<file path="config.mk">
export PLATFORM = sky130hd
export DESIGN_NAME = skc_ctrl
export DESIGN_NICKNAME = d
export VERILOG_FILES = /design/src/skc_pkg.sv /design/src/skc_ctrl.sv
export VERILOG_INCLUDE_DIRS = /design/src
export SDC_FILE = /design/constraint.sdc
export NUM_CORES = 1
export LEC_CHECK = 0
export ABC_AREA = 0
export BUFFER_PORTS_ARGS = -buffer_cell sky130_fd_sc_hd__buf_2
export CAP_MARGIN = 20
export CORE_MARGIN = 5
export CORE_UTILIZATION = 58
export CTS_BUF_LIST = sky130_fd_sc_hd__clkbuf_2 sky130_fd_sc_hd__clkbuf_4 sky130_fd_sc_hd__clkbuf_8
export CTS_CLUSTER_SIZE = 40
export DETAILED_ROUTE_END_ITERATION = 12
export PLACE_DENSITY = 0.77
export SLEW_MARGIN = 10
export SYNTH_ARGS = -nofsm -noshare
export SYNTH_HDL_FRONTEND = slang
export SYNTH_SLANG_ARGS = --single-unit
</file>
<file path="constraint.sdc">
create_clock -name clk -period 3.15 [get_ports clk]
set_clock_uncertainty 0.1 [all_clocks]
set_input_delay 0.945 -clock clk [delete_from_list [all_inputs] [get_ports clk]]
set_output_delay 0.945 -clock clk [all_outputs]
set_load 0.05 [all_outputs]
</file>
<file path="src/skc_consts.svh">
/*
 * skc_consts.svh: named constants of the stepper keypad controller.
 * assumes: included by bare name from the package and the design module.
 */
`ifndef SKC_CONSTS_SVH
`define SKC_CONSTS_SVH

`define SKC_CLK_MHZ 100
`define SKC_PROMPT_MS 5000
`define SKC_PROMPT_CYCLES (`SKC_PROMPT_MS * 1000 * `SKC_CLK_MHZ)
`define SKC_STEP_BASE 1000
`define SKC_NUM_KEYS 16
`define SKC_STEPS_PER_REV 200
`define SKC_STEPS_PER_FILTER 9'h014
`define SKC_TILT_MAX 10'h10B
`define SKC_ACC_SAT 10'h3E7
`define SKC_ACC_SHIFT_MAX 10'h063
`define SKC_DEC_RADIX 10'h00A
`define SKC_WSPEED_MAX 4'h7
`define SKC_TSPEED_MAX 4'h3
`define SKC_KEY_MENU 4'hA
`define SKC_KEY_ENTER 4'hB
`define SKC_KEY_SPEED 4'hC
`define SKC_KEY_WAVE 4'hD
`define SKC_KEY_LOCAL 4'hE
`define SKC_KEY_ONLINE 4'hF
`define SKC_DIGIT_MAX 4'h9
`define SKC_MOT_TILT 0
`define SKC_MOT_WHEEL 1

`endif

</file>
<file path="src/skc_pkg.sv">
/*
 * skc_pkg.sv: types of the stepper keypad controller.
 * assumes: skc_consts.svh sits in the same folder.
 */
`include "skc_consts.svh"

package skc_pkg;
    // winding polarities of one two-winding motor
    typedef struct packed {
        logic wind_a;
        logic wind_b;
    } skc_drive_t;

    // top sequence, gray along the path through prompt and setup
    typedef enum logic [2:0] {
        ST_HOME_TILT  = 3'h0,
        ST_HOME_WHEEL = 3'h1,
        ST_PROMPT     = 3'h3,
        ST_SETUP      = 3'h2,
        ST_RUN        = 3'h6
    } skc_state_t;

    // keypad entry modes
    typedef enum logic [1:0] {
        KM_NORMAL = 2'h0,
        KM_WSPEED = 2'h1,
        KM_TSPEED = 2'h3,
        KM_WAVE   = 2'h2
    } skc_kmode_t;

    // what the display shows
    typedef enum logic [1:0] {
        SCR_HOMING = 2'h0,
        SCR_PROMPT = 2'h1,
        SCR_SETUP  = 2'h3,
        SCR_MAIN   = 2'h2
    } skc_screen_t;
endpackage

</file>
<file path="src/skc_ctrl.sv">
/*
 * skc_ctrl.sv: keypad command logic, homing sequence and two stepper
 * commutation sequencers (tilt and wheel) of a filter changer.
 * assumes: key lines and home sensors are asynchronous pins; remote
 * requests come from logic on clk; the analogue drive follows windings.
 */
`timescale 1ns/10ps
`include "skc_consts.svh"

module skc_ctrl #(
    parameter int PROMPT_CYCLES = `SKC_PROMPT_CYCLES,
    parameter int STEP_BASE = `SKC_STEP_BASE
) (
    input wire logic clk,
    input wire logic reset,
    input wire logic [`SKC_NUM_KEYS-1:0] key_down, // one line per key, high while held
    input wire logic tilt_home, // optical zero sensor of tilt
    input wire logic wheel_home, // sensor at filter position zero
    input wire logic filters_loaded, // filter data present
    input wire logic rem_valid, // remote filter request, one cycle
    input wire logic [3:0] rem_filter,
    output skc_pkg::skc_drive_t tilt_drive,
    output skc_pkg::skc_drive_t wheel_drive,
    output logic move_busy,
    output logic online,
    output logic [2:0] wheel_speed,
    output logic [1:0] tilt_speed,
    output skc_pkg::skc_screen_t screen,
    output logic [8:0] wheel_pos,
    output logic [8:0] tilt_pos
);
    import skc_pkg::*;

    // next winding phase; phases run 00,01,11,10 so one winding flips per step
    function automatic logic [1:0] phase_next(input logic [1:0] ph, input logic fwd);
        logic [1:0] n;
        n = ph;
        if (fwd)
            n = {ph[0], ~ph[1]};
        else
            n = {~ph[0], ph[1]};
        return n;
    endfunction

    // index of the lowest held key, priority keeps the code stable
    function automatic logic [3:0] key_encode(input logic [`SKC_NUM_KEYS-1:0] k);
        logic [3:0] c;
        c = 4'h0;
        for (int i = `SKC_NUM_KEYS - 1; i >= 0; i--)
            if (k[i])
                c = 4'(i);
        return c;
    endfunction

    // synchronisers for pins
    logic [`SKC_NUM_KEYS-1:0] key_s1_r, key_s2_r;
    logic [1:0] home_s1_r, home_s2_r;
    // keypad tracking
    logic held_r; // a key is down
    logic [3:0] code_r; // code sampled while held
    logic press_mid_r; // the press came during a move
    skc_kmode_t kmode_r;
    logic [9:0] acc_r; // decimal tilt entry
    logic online_r;
    logic [2:0] wspeed_r;
    logic [1:0] tspeed_r;
    // top sequence
    skc_state_t st_r;
    logic [31:0] timer_r;
    skc_screen_t screen_r;
    // motors: index 0 tilt, 1 wheel
    logic [8:0] pos_r [2];
    logic [8:0] tgt_r [2];
    logic [1:0] ph_r [2];
    logic [31:0] div_r [2];
    logic busy_r;

    // pin capture
    always_ff @(posedge clk)
    begin
        key_s1_r <= key_down;
        key_s2_r <= key_s1_r;
        home_s1_r <= {wheel_home, tilt_home};
        home_s2_r <= home_s1_r;
    end

    wire any_down = |key_s2_r;
    wire released = held_r && !any_down;
    // only a keystroke wholly inside a move is dropped
    wire act = released && !(press_mid_r && busy_r);
    wire is_digit = code_r <= `SKC_DIGIT_MAX;
    wire run = st_r == ST_RUN;
    wire [9:0] acc_mul = 10'(acc_r * `SKC_DEC_RADIX + {6'h0, code_r});
    // a fourth digit would overflow three places, so the entry pins at the ceiling
    wire [9:0] acc_new = (acc_r > `SKC_ACC_SHIFT_MAX) ? `SKC_ACC_SAT : acc_mul;
    wire [8:0] filt_steps = 9'(code_r * `SKC_STEPS_PER_FILTER);
    wire [8:0] rem_steps = 9'(rem_filter * `SKC_STEPS_PER_FILTER);
    wire rem_take = rem_valid && online_r && run && (rem_filter <= `SKC_DIGIT_MAX);
    wire homing_tilt = st_r == ST_HOME_TILT;
    wire homing_wheel = st_r == ST_HOME_WHEEL;

    // key press tracking: sample while down, remember whether a move ran
    always_ff @(posedge clk)
    begin
        if (reset)
        begin
            held_r <= 1'b0;
            code_r <= 4'h0;
            press_mid_r <= 1'b0;
        end
        else if (any_down && !held_r)
        begin
            held_r <= 1'b1;
            code_r <= key_encode(key_s2_r);
            press_mid_r <= busy_r;
        end
        else if (released)
            held_r <= 1'b0;
    end

    // key actions and remote requests; these set the motor targets
    always_ff @(posedge clk)
    begin
        if (reset)
        begin
            kmode_r <= KM_NORMAL;
            acc_r <= 10'h000;
            online_r <= 1'b1; // powers up on-line
            wspeed_r <= 3'h0;
            tspeed_r <= 2'h0;
            tgt_r[0] <= 9'h000;
            tgt_r[1] <= 9'h000;
        end
        else if (act && run)
        begin
            case (code_r)
                `SKC_KEY_LOCAL: online_r <= 1'b0;
                `SKC_KEY_ONLINE: online_r <= 1'b1;
                `SKC_KEY_SPEED: kmode_r <= KM_WSPEED;
                `SKC_KEY_WAVE:
                begin
                    // speed then wave reaches tilt speed
                    kmode_r <= (kmode_r == KM_WSPEED) ? KM_TSPEED : KM_WAVE;
                    acc_r <= 10'h000;
                end
                `SKC_KEY_ENTER:
                begin
                    // out of range tilt entries are dropped silently
                    if (kmode_r == KM_WAVE && acc_r <= `SKC_TILT_MAX)
                        tgt_r[`SKC_MOT_TILT] <= acc_r[8:0];
                    kmode_r <= KM_NORMAL;
                end
                `SKC_KEY_MENU: kmode_r <= KM_NORMAL;
                default:
                begin
                    // digits; meaning depends on mode
                    case (kmode_r)
                        KM_WSPEED:
                        begin
                            if (code_r <= `SKC_WSPEED_MAX)
                                wspeed_r <= code_r[2:0];
                            kmode_r <= KM_NORMAL;
                        end
                        KM_TSPEED:
                        begin
                            if (code_r <= `SKC_TSPEED_MAX)
                                tspeed_r <= code_r[1:0];
                            kmode_r <= KM_NORMAL;
                        end
                        KM_WAVE: acc_r <= acc_new;
                        default:
                            if (is_digit)
                                tgt_r[`SKC_MOT_WHEEL] <= filt_steps;
                    endcase
                end
            endcase
        end
        else if (rem_take)
            tgt_r[`SKC_MOT_WHEEL] <= rem_steps;
    end

    // power-up sequence and prompt timer
    always_ff @(posedge clk)
    begin
        if (reset)
        begin
            st_r <= ST_HOME_TILT;
            timer_r <= 32'h0;
            screen_r <= SCR_HOMING;
        end
        else
        begin
            case (st_r)
                ST_HOME_TILT:
                    if (home_s2_r[`SKC_MOT_TILT])
                        st_r <= ST_HOME_WHEEL;
                ST_HOME_WHEEL:
                    if (home_s2_r[`SKC_MOT_WHEEL])
                    begin
                        st_r <= filters_loaded ? ST_RUN : ST_PROMPT;
                        screen_r <= filters_loaded ? SCR_MAIN : SCR_PROMPT;
                        timer_r <= 32'h0;
                    end
                ST_PROMPT:
                    if (timer_r >= 32'(PROMPT_CYCLES - 1))
                    begin
                        st_r <= ST_SETUP;
                        screen_r <= SCR_SETUP;
                    end
                    else
                        timer_r <= timer_r + 32'h1;
                ST_SETUP:
                    // enter leaves setup; filter data is handled elsewhere
                    if (released && code_r == `SKC_KEY_ENTER)
                    begin
                        st_r <= ST_RUN;
                        screen_r <= SCR_MAIN;
                    end
                ST_RUN: screen_r <= SCR_MAIN;
                default: st_r <= ST_HOME_TILT;
            endcase
        end
    end

    // step sequencers: one phase change per tick, reload by selected speed in run, by STEP_BASE alone while homing
    always_ff @(posedge clk)
    begin
        if (reset)
        begin
            for (int m = 0; m < 2; m++)
            begin
                pos_r[m] <= 9'h000;
                ph_r[m] <= 2'h0;
                div_r[m] <= 32'h0;
            end
        end
        else
        begin
            for (int m = 0; m < 2; m++)
            begin
                // homing walks backwards until the sensor fixes zero
                if ((m == `SKC_MOT_TILT && homing_tilt) || (m == `SKC_MOT_WHEEL && homing_wheel))
                begin
                    if (home_s2_r[m])
                    begin
                        pos_r[m] <= 9'h000;
                        div_r[m] <= 32'h0;
                    end
                    else if (div_r[m] == 32'h0)
                    begin
                        ph_r[m] <= phase_next(ph_r[m], 1'b0);
                        div_r[m] <= 32'(STEP_BASE - 1);
                    end
                    else
                        div_r[m] <= div_r[m] - 32'h1;
                end
                else if (run && pos_r[m] != tgt_r[m])
                begin
                    if (div_r[m] == 32'h0)
                    begin
                        ph_r[m] <= phase_next(ph_r[m], tgt_r[m] > pos_r[m]);
                        pos_r[m] <= (tgt_r[m] > pos_r[m]) ? pos_r[m] + 9'h1 : pos_r[m] - 9'h1;
                        // higher speed number means slower stepping
                        div_r[m] <= 32'((STEP_BASE <<
                            ((m == `SKC_MOT_WHEEL) ? wspeed_r : {1'b0, tspeed_r})) - 1);
                    end
                    else
                        div_r[m] <= div_r[m] - 32'h1;
                end
                // idle: windings held; divider still runs out so a new move
                // never steps sooner than the step period after the last one
                else if (div_r[m] != 32'h0)
                    div_r[m] <= div_r[m] - 32'h1;
            end
        end
    end

    // move flag: from the cycle after a target differs until the cycle after the final step lands
    always_ff @(posedge clk)
    begin
        if (reset)
            busy_r <= 1'b0;
        else
            busy_r <= run && ((pos_r[0] != tgt_r[0]) || (pos_r[1] != tgt_r[1]));
    end

    assign tilt_drive = '{wind_a: ph_r[0][1], wind_b: ph_r[0][0]};
    assign wheel_drive = '{wind_a: ph_r[1][1], wind_b: ph_r[1][0]};
    assign move_busy = busy_r;
    assign online = online_r;
    assign wheel_speed = wspeed_r;
    assign tilt_speed = tspeed_r;
    assign screen = screen_r;
    assign wheel_pos = pos_r[1];
    assign tilt_pos = pos_r[0];
endmodule

</file>
* Word-level counts from Yosys, hierarchy flattened *
Memories as Yosys holds them, arrays and structs flattened.
Index checks and enable logic that the tools add are counted.

operators by class
  add/subtract/negate cells = 10
  $mul = 3
  divide/modulo/power cells = 0
  $lt $le $gt $ge = 9
  eq/ne operators = 20
  shift operators = 2
  multiplexer cells = 153
  bitwise gates (word level) = 31
  reductions and logical operators = 43

operators by type and width
  operator               count
  $mux 32                14
  $mux 9                 9
  $mux 1                 74
  $logic_not 32->1       2
  $mux 4                 16
  $pmux 32 s2            1
  $reduce_bool 32->1     2
  $sub 32x1->32 const B  2
  $sub 32x2->32 const B  2
  $mux 2                 27
  $add 32x1->32 const B  1
  $ge 32x29->1 const B   1
  $shl 10x2->32 const A  1
  $shl 10x3->32 const A  1
  $eq 4x4->1 const B     6
  $or 1x1->1             23
  $mux 10                2
  $pmux 10 s2            1
  $add 9x1->9 const B    2
  $gt 9x9->1             2
  $ne 9x9->1             2
  $sub 9x1->9 const B    2
  $pmux 2 s4             2
  $reduce_or 16->1       1
  other kinds (32)       75

storage, ports and cells
  bits in registers = 98
  bits in latches = 0
  bits in writable memories = 104
  ROM bits = 0
  bits of input ports = 26
  logic and storage cells = 291
  memories kept = 4

memories
  name   words  bits a word  rd ports  clocked after Yosys merged registers in  wr ports  RTL line        text
  div_r  2      32           2         0                                        2         skc_ctrl.sv:75  logic [31:0] div_r [2];
  pos_r  2      9            2         0                                        2         skc_ctrl.sv:72  logic [8:0] pos_r [2];
  tgt_r  2      9            2         0                                        2         skc_ctrl.sv:73  logic [8:0] tgt_r [2];
  ph_r   2      2            2         0                                        2         skc_ctrl.sv:74  logic [1:0] ph_r [2];

* Depth between registers and ports, before layout *
  depth after elaboration = 16
  depth in mapped cells = 15

* Least setup slack after synthesis *
No wires, ideal clock.

  kind = reg2reg
  start point = memory pos_r[0][3]
  end point = memory pos_r[0][7], data pin
  arrival time = 3.469 ns
  data required time = 2.796 ns
  slack = -0.673 ns
  cell stages (with the launch flop) = 15
  buffers on the path = 0
  period minus slack after synthesis = 3.823 ns
  path through = edfxtp_1 > inv_1 > ha_1 > a21oi_1 > nor2b_1 > o31a_1 > o21ai_0 > ha_1 > a21o_1 > a21oi_1 > nor2b_1 > o21a_1 > o211ai_1 > xor2_1 > nor2_1

RTL lines
  what                RTL line
  start: declaration  skc_ctrl.sv:72

==> summary.md <==
Synth
* compound-cell area share of the yosys netlist: 9.48%
* count of state elements after synthesis: 200
* Post-Synthesis Cell Area: 10,900 µm²
* ranking of synthesized cells by instance count: sky130_fd_sc_hd__nor2_1, sky130_fd_sc_hd__edfxtp_1, sky130_fd_sc_hd__dfxtp_1, sky130_fd_sc_hd__nand2_1, sky130_fd_sc_hd__xnor2_1
* cell taking the most area after synthesis: sky130_fd_sc_hd__edfxtp_1
* largest family of logic cells by synthesized area: simple AND/OR/NAND/NOR gates
* Primary FF master, synth: sky130_fd_sc_hd__edfxtp_1
* multiplexer share of the synthesized area: 0.735%
* cell with the most instances after synthesis: sky130_fd_sc_hd__nor2_1
* syn nets: 1,208
* count of synthesis-stage warnings from yosys: 0
* number of cells produced by synthesis: 1,109
* top post-synthesis cells by area: sky130_fd_sc_hd__edfxtp_1, sky130_fd_sc_hd__dfxtp_1, sky130_fd_sc_hd__ha_1
* area share of xor/xnor cells in the synthesized design: 8.97%
* post-synthesis adder-cell area fraction: 8.79%
* average instance area after synthesis: 9.83 µm²
* top cell type's share of synthesized area: 28.1%
* Post-Synth Simple-Gate Area: 22.7%
* Async S/R FF share, synth: 0%
* distinct cell type count of the synthesized netlist: 79
* portion of the post-synthesis area used by sequential elements: 46.1%
* number of enable-type register cells in the synthesized netlist: 102

Worst setup path
* Worst path top cell family by delay: compound AO/OA/AOI/OAI gates
* CP Launch Type: register
* maximum fanout along the worst path: 5
* data required time at the worst endpoint: 3300 ps
* Setup CP Type: register to register
* most used cell along the critical path: sky130_fd_sc_hd__nor2_1
* buffer and inverter count on the worst path: 2
* Critical Path Sink Type: register
* standard cell with the maximum stage delay on the critical path: sky130_fd_sc_hd__or4_1
* list of cells traversed by the critical path: inv_1 > ha_1 > a21oi_1 > nor2_1 > a211oi_2 > a21oi_4 > inv_4 > ha_4 > a21o_1 > a21oi_2 > o21ai_2 > or4_1 > o311ai_2 > xor2_1 > nor2_1
* maximum cell stage delay along the critical path: 440 ps
* data arrival time at the worst-slack endpoint: 3300 ps

Global routing
* maximum number of pins on one net before global-route repair: 35
* gr ovfl total: 0
* antenna violations before repair: 0
* vias in the first global route: 7,963
* all-layer global routing usage: 20.9%
* first-pass GRT wire length: 37,700 µm

Floorplanning
* total core area: 18,600 µm²
* initial core utilization: 58.7%
* Total Die Area: 21,600 µm²
* number of I/O pins: 57
* row cnt: 50
* height of the die: 147 µm
* die outline width: 147 µm

Placement
* global placer's final weighted congestion: 0.899
* worst-case setup slack after placement: 39.0 ps
* post-DP HPWL: 16,400 µm
* number of input and output port buffers inserted: 56
* count of placed standard cells including taps: 1,406

Status
* status: finished, violations left
* failing checks: setup timing

Timing
* post-route fraction of the period consumed by the critical path: 100%
* slew of the pin with the lowest slew margin: 812 ps
* final hold viol count: 0
* setup repair after global routing missed its margin: true
* relative max-transition margin: 45.8%
* minimum clock period after layout: 3150 ps
* worst-case setup margin in the final layout: -1.99 ps
* Min Hold Slack: 226 ps
* highest clock rate: 317 MHz
* Sum Neg Setup Slack: -1.99 ps
* final setup violating endpoints: 1
* max-slew violation total from the final report: 0

Final layout
* count of placed standard cells in the final layout, fillers left out: 1,450
* layout filler cell count: 1,481
* fraction of layout cells with a size suffix above 1: 17.3%
* final-stage net count: 1,301
* area delta synth->final: 13.1%

Flow run
* count of max-cap constraint violations: 0

Clock network
* cell chosen for the clock root: sky130_fd_sc_hd__clkbuf_8
* Max H-tree Level: 4
* CTS clock-pin slew for the worst setup and hold paths: 120 ps
* # clock sinks: 200
* CTS tree: built
* maximum buffer depth of the clock tree: 2
* clock latency at the later pin of the worst-skew pair: 490 ps
* number of buffers added by the clock tree synthesis step: 17

Drt
* total via count in the routed design: 8,258
* DRT antenna net count: 0
* post-detailed-route via-to-cell ratio: 5.70
* number of remaining DRC errors: 0
* Detailed Route Iter0 Violations: 540
* iteration count of the initial detailed-routing pass: 5
* total detailed-routing wirelength: 22,600 µm
* post-DR wirelength/cell: 15.6 µm

Power and ir drop
* IR Drop Worst-Case VDD: 0.383 mV
* net switching fraction of the power: 38.3%
* relative contribution of sequential cells to total power: 42.3%
* pwr dens: 713 nW/µm²
* proportion of power drawn by combinational gates: 37.8%
* leakage dissipation: 0.00484 µW
* switching power: 3370 µW
* part of the power in the clock network: 19.9%
* cell-internal power: 5420 µW

Hold path
* class of the most critical hold timing path: register to register

-- timing repair --
item | 4_1_cts | 5_1_grt
gates resized for setup | 0 | 13
setup endpoints to repair | 0 | 29
hold buffers | 0 | 0
setup buffers | 0 | 11
-- worst paths after layout --
path	from	endpoint	slack, ps	cells after the start
min reg2reg	key_s1_r[4]	key_s2_r[4]	230	0
max	pos_r[1][6]	pos_r[1][7]	-2	15
max reg2reg	pos_r[1][6]	pos_r[1][7]	-2	15
min	key_s1_r[4]	key_s2_r[4]	230	0
-- power groups by stage --
stage | Sequential, µW | Combinational, µW | Clock (µW)
after global routing | 3780 | 3670 | 1890
after detailed placement | 3770 | 3250 | 0
after global placement | 3740 | 3170 | 0
final | 3720 | 3320 | 1750
after floorplan | 3780 | 2390 | 0
after CTS | 3720 | 3280 | 1780
-- area by class of cell --
cell class / instances / area (µm²) / area share [%]
Antenna cell: 1 / 2.50 / 0.0203
Clock buffer: 17 / 234 / 1.90
Clock inverter: 15 / 204 / 1.65
Inverter: 55 / 209 / 1.70
Multi-Input combinational cell: 821 / 5680 / 46.1
Sequential cell: 200 / 5020 / 40.8
Tap cell: 234 / 293 / 2.38
Timing Repair Buffer: 107 / 676 / 5.48
-- state kept, by name, indices dropped and copies added, names as in the netlist, 2 cells and up --
name         count
wheel_speed      3
tilt_speed       2
key_s1_r        16
acc_r           10
kmode_r          2
home_s1_r        2
home_s2_r        2
ph_r             4
div_r           64
pos_r           18
code_r           4
tgt_r           16
screen           2
st_r             3
key_s2_r        16
timer_r         32
-- routing by layer --
layer	track usage, %	share of wire [%]	vias up	wire length, µm
met5	0	0	-	0
li1	-	-	4139	-
met1	29.2	47	3914	10500
met2	33.0	46	171	10500
met4	6.34	1.9	0	422
met3	4.60	4.9	34	1110
-- worst register-to-register path: cells and delay by family (launching register included) --
family / cells / cell delay, ps
AO/OA/AOI/OAI: 7 / 1080
AND/OR/NAND/NOR: 3 / 560
adder cells (fa/ha/maj): 2 / 430
flip-flops: 1 / 410
XOR/XNOR: 1 / 180
buffers and inverters: 2 / 170
-- stage by stage --
step / utilization, % / total power, µW / area, µm²
2_1_floorplan: - / 6170 / 11000
3_3_place_gp: 63.2 / 6920 / 11800
3_5_place_dp: 63.2 / 7020 / 11800
4_1_cts: 65.6 / 8780 / 12200
5_1_grt: 66.3 / 9340 / 12300
6_report: 66.3 / 8790 / 12300
-- cell families after synthesis --
group | Yosys count
AOI/OAI and AO/OA | 171
xor gates and xnor gates | 110
adders and majority gates | 73
buffers and inverters | 88
DFF | 200
muxes | 8
and+or+nand+nor | 459
-- cell usage in the layout (no fill, tap or decap), drive strengths merged, types with 13 or more instances in the layout --
master / n
nor2: 136
buf: 107
edfxtp: 102
dfxtp: 98
nand2: 81
xnor2: 71
ha: 67
inv: 66
a21oi: 56
o21ai: 52
nor3: 45
xor2: 38
nand3: 29
nor4: 28
or3: 24
nor2b: 21
clkbuf: 17
nand4: 16
nand2b: 15
or2: 13
Note: power is estimated with default switching activity, not from simulation.
